**src/rtl/adc_poll_pkg.sv**
```systemverilog
// Package: register offsets, field layouts, codes and timing of the polled converter interface
package adc_poll_pkg;

  // Register offsets on the byte-wide I/O port (4-bit offset from base)
  localparam logic [3:0] OFF_RESULT_LOW    = 4'h4;
  localparam logic [3:0] OFF_RESULT_HIGH   = 4'h5;
  localparam logic [3:0] OFF_GAIN_SELECT   = 4'h9;
  localparam logic [3:0] OFF_CHANNEL_SEL   = 4'ha;
  localparam logic [3:0] OFF_CONV_TRIGGER  = 4'hc;

  // Field layout
  localparam int         BUSY_BIT          = 4;
  localparam logic [7:0] BUSY_MASK         = 8'h10;
  localparam logic [7:0] HIGH_NIBBLE_MASK  = 8'h0f;
  localparam int         CHAN_W            = 5;
  localparam int         GAIN_W            = 3;
  localparam int         RESULT_W          = 12;
  localparam int         LOW_BYTE_W        = 8;

  // Gain codes
  localparam logic [2:0] GAIN_X1           = 3'h0;
  localparam logic [2:0] GAIN_X2           = 3'h1;
  localparam logic [2:0] GAIN_X4           = 3'h2;
  localparam logic [2:0] GAIN_X8           = 3'h3;
  localparam logic [2:0] GAIN_X16          = 3'h4;

  // Result reset value and bipolar zero code
  localparam logic [11:0] RESULT_RESET     = 12'h000;
  localparam logic [11:0] BIPOLAR_ZERO     = 12'h800;
  localparam logic [11:0] RESULT_MAX       = 12'hfff;
  localparam logic [7:0]  READ_IDLE        = 8'h00;

  // Conversion time of the converter core and its cycle count at 20 MHz
  localparam int CLOCK_HZ                  = 20_000_000;
  localparam int CONV_TIME_NS              = 10_000;
  localparam int CONV_CYCLES               = (CONV_TIME_NS * (CLOCK_HZ / 1_000_000) + 999) / 1000;
  localparam logic [9:0] CONV_CYCLES_V     = 10'(CONV_CYCLES);

  // Host bus request
  typedef struct packed {
    logic       wr;
    logic       rd;
    logic [3:0] addr;
    logic [7:0] wdata;
  } io_req_t;

  // Analog front-end control
  typedef struct packed {
    logic [CHAN_W-1:0] channel;
    logic [GAIN_W-1:0] gain;
  } afe_ctrl_t;

endpackage

```
**src/rtl/adc_poll_regs.sv**
```systemverilog
// Polled converter register interface: channel, gain, trigger, busy and result registers
//
// What this block does
// Host writes offset 10 to pick the analog input routed to the converter.
// Any write to offset 12 starts one conversion; data is ignored.
// Bit 0x10 of offset 5 is high while converting, low when result valid.
// Offset 4 holds low eight result bits; offset 5 bits 3:0 the high four.
// Each result is a 12-bit unsigned value, 0 to 4095.
// Direct binary coding; bipolar 800 hex is zero volts, code zero is minus full.
// Gain is unity after reset until software writes another code.
// Write-only gain register at offset 9, 3-bit code 0..4 gives 1..16.
// Channel register uses five low bits as channel 0..31; top bits ignored.
// Busy rises in the same cycle as the trigger write is taken.
`timescale 1ns/1ps
`default_nettype none

module adc_poll_regs
  import adc_poll_pkg::*;
(
  // Clock and reset
  input  wire logic                  i_clock,
  input  wire logic                  i_sys_rst,
  // Host I/O port
  input  wire io_req_t               i_io_req,
  output logic [7:0]                 o_io_rdata,
  // Converter core
  input  wire logic [RESULT_W-1:0]   i_adc_sample,
  output afe_ctrl_t                  o_afe_ctrl,
  output logic                       o_adc_start,
  output logic                       o_conversion_pending_flag
);

  ////////////////////////////////////////////////////////////////////////////
  typedef enum logic [0:0] {ST_IDLE, ST_CONVERT} conv_state_t;

  function automatic logic hit(input io_req_t req, input logic [3:0] off);
    return req.addr == off;
  endfunction

  conv_state_t         state_r;
  logic [9:0]          count_r;
  logic [CHAN_W-1:0]   channel_number_bits_r;
  logic [GAIN_W-1:0]   gain_r;
  logic [RESULT_W-1:0] result_r;
  logic [RESULT_W-1:0] sample_s1_r;
  logic [RESULT_W-1:0] sample_s2_r;
  logic                trig_wr;

  assign trig_wr = i_io_req.wr && hit(i_io_req, OFF_CONV_TRIGGER);

  ////////////////////////////////////////////////////////////////////////////
  // five-bit channel
  // channel routing
  always_ff @(posedge i_clock or posedge i_sys_rst) begin
    if (i_sys_rst) begin
      channel_number_bits_r <= '0;
    end else if (i_io_req.wr && hit(i_io_req, OFF_CHANNEL_SEL)) begin
      channel_number_bits_r <= i_io_req.wdata[CHAN_W-1:0];
    end
  end

  // unity gain default
  // gain write-only
  always_ff @(posedge i_clock or posedge i_sys_rst) begin
    if (i_sys_rst) begin
      gain_r <= GAIN_X1;
    end else if (i_io_req.wr && hit(i_io_req, OFF_GAIN_SELECT)
                 && i_io_req.wdata[GAIN_W-1:0] <= GAIN_X16) begin
      gain_r <= i_io_req.wdata[GAIN_W-1:0];
    end
  end

  assign o_afe_ctrl = '{channel: channel_number_bits_r, gain: gain_r};

  ////////////////////////////////////////////////////////////////////////////
  // Converter output arrives from another domain: two-stage synchroniser
  always_ff @(posedge i_clock or posedge i_sys_rst) begin
    if (i_sys_rst) begin
      sample_s1_r <= RESULT_RESET;
      sample_s2_r <= RESULT_RESET;
    end else begin
      sample_s1_r <= i_adc_sample;
      sample_s2_r <= sample_s1_r;
    end
  end

  // trigger starts one conversion
  // busy in trigger cycle
  always_ff @(posedge i_clock or posedge i_sys_rst) begin
    if (i_sys_rst) begin
      state_r <= ST_IDLE;
      count_r <= '0;
    end else if (trig_wr) begin
      state_r <= ST_CONVERT;
      count_r <= CONV_CYCLES_V;
    end else begin
      unique case (state_r)
        ST_IDLE:    count_r <= '0;
        ST_CONVERT: begin
          count_r <= count_r - 10'h001;
          if (count_r == 10'h001) begin
            state_r <= ST_IDLE;
          end
        end
      endcase
    end
  end

  // 12-bit unsigned result
  // direct binary, passed unchanged
  always_ff @(posedge i_clock or posedge i_sys_rst) begin
    if (i_sys_rst) begin
      result_r <= RESULT_RESET;
    end else if (state_r == ST_CONVERT && count_r == 10'h001 && !trig_wr) begin
      result_r <= sample_s2_r;
    end
  end

  // busy flag
  assign o_conversion_pending_flag = (state_r == ST_CONVERT) || trig_wr;
  assign o_adc_start               = trig_wr;

  ////////////////////////////////////////////////////////////////////////////
  // result byte split
  always_comb begin
    o_io_rdata = READ_IDLE;
    if (i_io_req.rd && hit(i_io_req, OFF_RESULT_LOW)) begin
      o_io_rdata = result_r[LOW_BYTE_W-1:0];
    end else if (i_io_req.rd && hit(i_io_req, OFF_RESULT_HIGH)) begin
      o_io_rdata           = 8'(result_r >> LOW_BYTE_W);
      o_io_rdata[BUSY_BIT] = (state_r == ST_CONVERT);
    end
  end

  ////////////////////////////////////////////////////////////////////////////
  // Assertions
  // Cycles since the last trigger, saturating at the conversion length
  logic [9:0] since_trig_r;

  always_ff @(posedge i_clock or posedge i_sys_rst) begin
    if (i_sys_rst) begin
      since_trig_r <= CONV_CYCLES_V;
    end else if (trig_wr) begin
      since_trig_r <= '0;
    end else if (since_trig_r != CONV_CYCLES_V) begin
      since_trig_r <= since_trig_r + 10'h001;
    end
  end
endmodule // adc_poll_regs

`default_nettype wire

```
**config.mk**
```make
export PLATFORM = sky130hd
export DESIGN_NAME = adc_poll_regs
export DESIGN_NICKNAME = d
export VERILOG_FILES = /design/src/rtl/adc_poll_pkg.sv /design/src/rtl/adc_poll_regs.sv
export SDC_FILE = /design/constraint.sdc
export NUM_CORES = 1
export LEC_CHECK = 0
export CORE_MARGIN = 3
export CORE_UTILIZATION = 40
export CTS_CLUSTER_SIZE = 30
export DETAILED_ROUTE_END_ITERATION = 10
export DONT_BUFFER_PORTS = 1
export GPL_TIMING_DRIVEN = 0
export PLACE_DENSITY = 0.55
export REMOVE_ABC_BUFFERS = 1
export SLEW_MARGIN = 5
export SYNTH_ARGS = -nofsm -noshare
export SYNTH_HDL_FRONTEND = slang
export SYNTH_SLANG_ARGS = --single-unit
```
**constraint.sdc**
```tcl
create_clock -name i_clock -period 2.2 [get_ports i_clock]
set_input_delay 0.22 -clock i_clock [delete_from_list [all_inputs] [get_ports i_clock]]
set_output_delay 0.22 -clock i_clock [all_outputs]
set_load 0.01 [all_outputs]
```
==> implementation parameters <==
Parameter                              Value

Power and ir drop
  Power density normalized to cell area ... roughly 1100 nW/um^2
  Leakage dissipation ... 1.08 nW
  Worst ir drop on vdd ... between 0.5 and 0.6 mV

Cells and area
  Area growth from synthesis to layout ... 15.7%
  End-of-flow core utilization ... 0.493
  Share of layout cells above drive strength 1 ... 0.196
  Fill cells ... between 400 and 500
  Antenna cells ... 0
  Nets@finish ... ~190

Floorplanning
  CORE AREA ... between 4000 and 5000 sq um
  Initial Util ... 0.426
  Floorplan row count ... 25
  Floorplan die height ... 77.8 um
  IO Pins ... 46
  Die Area ... slightly above 6000 sq um
  Horiz. Die Dim ... a little under 80 um

Synthesis
  Cell with the most instances after synthesis ... sky130_fd_sc_hd__dfrtp_1
  Portion of synthesized cell area occupied by the leading cell type ... 0.667
  Top post-synthesis cells by area ... sky130_fd_sc_hd__dfrtp_1 (67%), sky130_fd_sc_hd__mux2_4 (7.3%), sky130_fd_sc_hd__mux2_2 (3.8%)
  Number of warning messages in the yosys log ... 0
  Gate Count Post-Synth ... between 100 and 150
  Flip-flop and latch count after synthesis ... 55
  Syn Std Cell Area ... 2060 sq um
  Register area share after synthesis ... 0.667
  Commonest register cell after synthesis ... sky130_fd_sc_hd__dfrtp_1
  Leading cell types by count after synthesis ... sky130_fd_sc_hd__dfrtp_1 (55), sky130_fd_sc_hd__nor2_1 (15), sky130_fd_sc_hd__mux2_4 (10)
  FFs w/ async S/R, synth ... 1.00
  Post-synth EDFFs ... 0
  Average footprint of a synthesized cell ... 14.5 sq um
  Cell type with the largest total area after synthesis ... sky130_fd_sc_hd__dfrtp_1
  Number of distinct library cells after synthesis ... 28

STA
  Time the final worst path needs with I/O delays and setup ... approximately 2000 ps
  Final setup violation count ... 0
  Ratio of final minimum period to clock period ... 0.915
  Highest attainable clock frequency ... approximately 0.50 GHz
  Measured slew at the worst slew-check pin ... 962 ps
  Final Hold Violating Endpoints ... 0
  Setup repair after global routing missed its margin ... false
  Worst slack on hold paths ... about 49 ps
  Layout Skew ... between 7 and 8 ps
  Final-report max-slew violation count ... 0
  Headroom to the max-slew limit ... 0.354

Setup path
  WP data arrival ... about 2200 ps
  Worst endpoint required time ... around 2400 ps
  Endpoint kind of the worst setup timing path ... flop
  Reg-to-reg setup timing slack ... roughly 190 ps
  Kind of start point of the critical path ... flop
  Start point of the critical path ... count_r[4]
  Critical-path maximum fanout ... 12
  Class of the most critical setup path ... flop to flop
  Critical path destination ... result_r[9]
  Reg2Reg Depth ... 4
  FF-to-FF End ... result_r[9]
  FF-to-FF Start ... count_r[4]

Clocking
  Maximum buffer depth of the clock tree ... 2
  Clock tree from TritonCTS ... done
  Clock transition at the registers of the reported paths ... around 100 ps
  CTS root buffer ... sky130_fd_sc_hd__clkbuf_8
  Worst skew pair latency ... about 300 ps
  Htree depth ... 2
  Setup repair bufs after CTS ... 0
  CTS Buf Count ... 5
  Total number of clock tree sinks ... 55

GRT
  Largest net degree at the start of global routing ... 32
  Total gr overflow ... 0
  Via count of the first global-routing pass ... roughly 1200
  Global router's overall resource usage ... 0.121
  Initial antenna violation count ... 0
  Wire length of the first global-routing pass ... approximately 5600 um

Routing
  Number of DRC violations after detailed routing ... 0
  Vias after detailed routing ... 1144
  TritonRoute pass-1 iters ... 4
  Detail Route Antenna Nets ... 0
  Routed wire length ... 3290 um
  Initial drt markers ... 45
  Routed via count divided by cell count ... between 4 and 5
  Routed len/inst ... between 10 and 15 um

Placement
  Port-buffer cells ... 0
  Detailed placer's ending HPWL ... around 2400 um
  Gp weighted congestion ... between 0.7 and 0.8

Job
  Max-cap violations ... 0

Hold path
  Class of the most critical hold timing path ... input pin to flop

Outcome
  Status ... finished, final reports clean
[metrics by stage]
step | power, mW | cells | TNS [ps] | setup WS (ps) | cell area (sq um)
global route | 2.91 | 230 | 0 | 59.6 | 2390
finish | 2.72 | 230 | 0 | 188 | 2390
floorplan | 2.02 | 141 | 0 | 228 | 2050
CTS | 2.75 | 230 | 0 | 183 | 2390
detailed placement | 2.16 | 209 | -62.5 | -34.3 | 2160
global placement | 2.13 | 208 | -21.4 | -12.0 | 2140
[logic make-up after synthesis]
kind of cell | synth area share
AO/OA/AOI/OAI | 0.0679
XOR/XNOR | 0.0255
adder cells (fa/ha/maj) | 0.0121
buffers and inverters | 0.0109
flip-flops | 0.667
multiplexers | 0.111
AND/OR/NAND/NOR | 0.106
[flip-flops by register name, indices dropped and copies added (netlist names)]
register,cells
count_r,10
channel_number_bits_r,5
state_r,1
sample_s2_r,12
result_r,12
sample_s1_r,12
gain_r,3
[cell usage in the layout, fill, tap and decap left out, types with 2 or more instances in the layout]
cell type                        n
sky130_fd_sc_hd__or3_1           2
sky130_fd_sc_hd__mux2_2          7
sky130_fd_sc_hd__xnor2_1         3
sky130_fd_sc_hd__ha_1            2
sky130_fd_sc_hd__nand2_1         6
sky130_fd_sc_hd__clkbuf_8        5
sky130_fd_sc_hd__a21o_1          4
sky130_fd_sc_hd__a2bb2oi_1       2
sky130_fd_sc_hd__nor2_1         15
sky130_fd_sc_hd__a22o_1          5
sky130_fd_sc_hd__a21oi_1         3
sky130_fd_sc_hd__and2_1          3
sky130_fd_sc_hd__inv_1           2
sky130_fd_sc_hd__dlygate4sd3_1  13
sky130_fd_sc_hd__mux2_4         10
sky130_fd_sc_hd__xor2_1          3
sky130_fd_sc_hd__nand3_1         4
sky130_fd_sc_hd__dfrtp_1        55
sky130_fd_sc_hd__nor3_1          4
[layout make-up]
class | count | area [sq um] | share of cell area
well taps | 67 | 83.8 | 0.0351
clock inverters | 3 | 27.5 | 0.0115
multi-input cells | 83 | 671 | 0.281
flip-flops and latches | 55 | 1380 | 0.576
clock buffers | 5 | 68.8 | 0.0288
inverters | 3 | 11.3 | 0.00471
repair buffers | 14 | 150 | 0.0629
[routing by layer]
metal / track usage / up-vias / wire [um]
met5: 0 / - / 0
met4: 0.0516 / 0 / 73
met3: 0.0394 / 10 / 158
met2: 0.205 / 29 / 1750
met1: 0.139 / 581 / 1310
li1: - / 524 / -
[how the worst min path moves through the flow]
stage                      from                       end  slack [ps]  cells past startpoint
2_1_floorplan   i_adc_sample[0]            sample_s1_r[0]         250                      0
3_3_place_gp   i_adc_sample[10]           sample_s1_r[10]         250                      0
3_5_place_dp          i_sys_rst           sample_s2_r[10]         190                      1
4_1_cts             i_io_req[1]                 gain_r[0]          40                      2
5_1_grt             i_io_req[3]  channel_number_bits_r[3]          40                      1
6_report            i_io_req[1]                 gain_r[0]          50                      2
[where the power goes]
| part | total (mW) | switching, mW | internal (mW) |
|---|---|---|---|
| sequential | 1.45 | 0.205 | 1.24 |
| clock | 0.562 | 0.328 | 0.234 |
| combinational | 0.710 | 0.311 | 0.399 |
| total | 2.72 | 0.844 | 1.87 |
[critical path, stage by stage, from the launching register on]
cell and delay (ps):
sky130_fd_sc_hd__dfrtp_1 440, sky130_fd_sc_hd__nor4_4 410, sky130_fd_sc_hd__nand4_1 230, sky130_fd_sc_hd__nor2_4 430
sky130_fd_sc_hd__mux2_2 390
[repair_timing]
item	in CTS	in global routing
hold buffers	13	0
setup endpoints to repair	2	0
hold endpoints to repair	36	0
gates resized for setup	1	0
(Power assumes the default switching activity.)
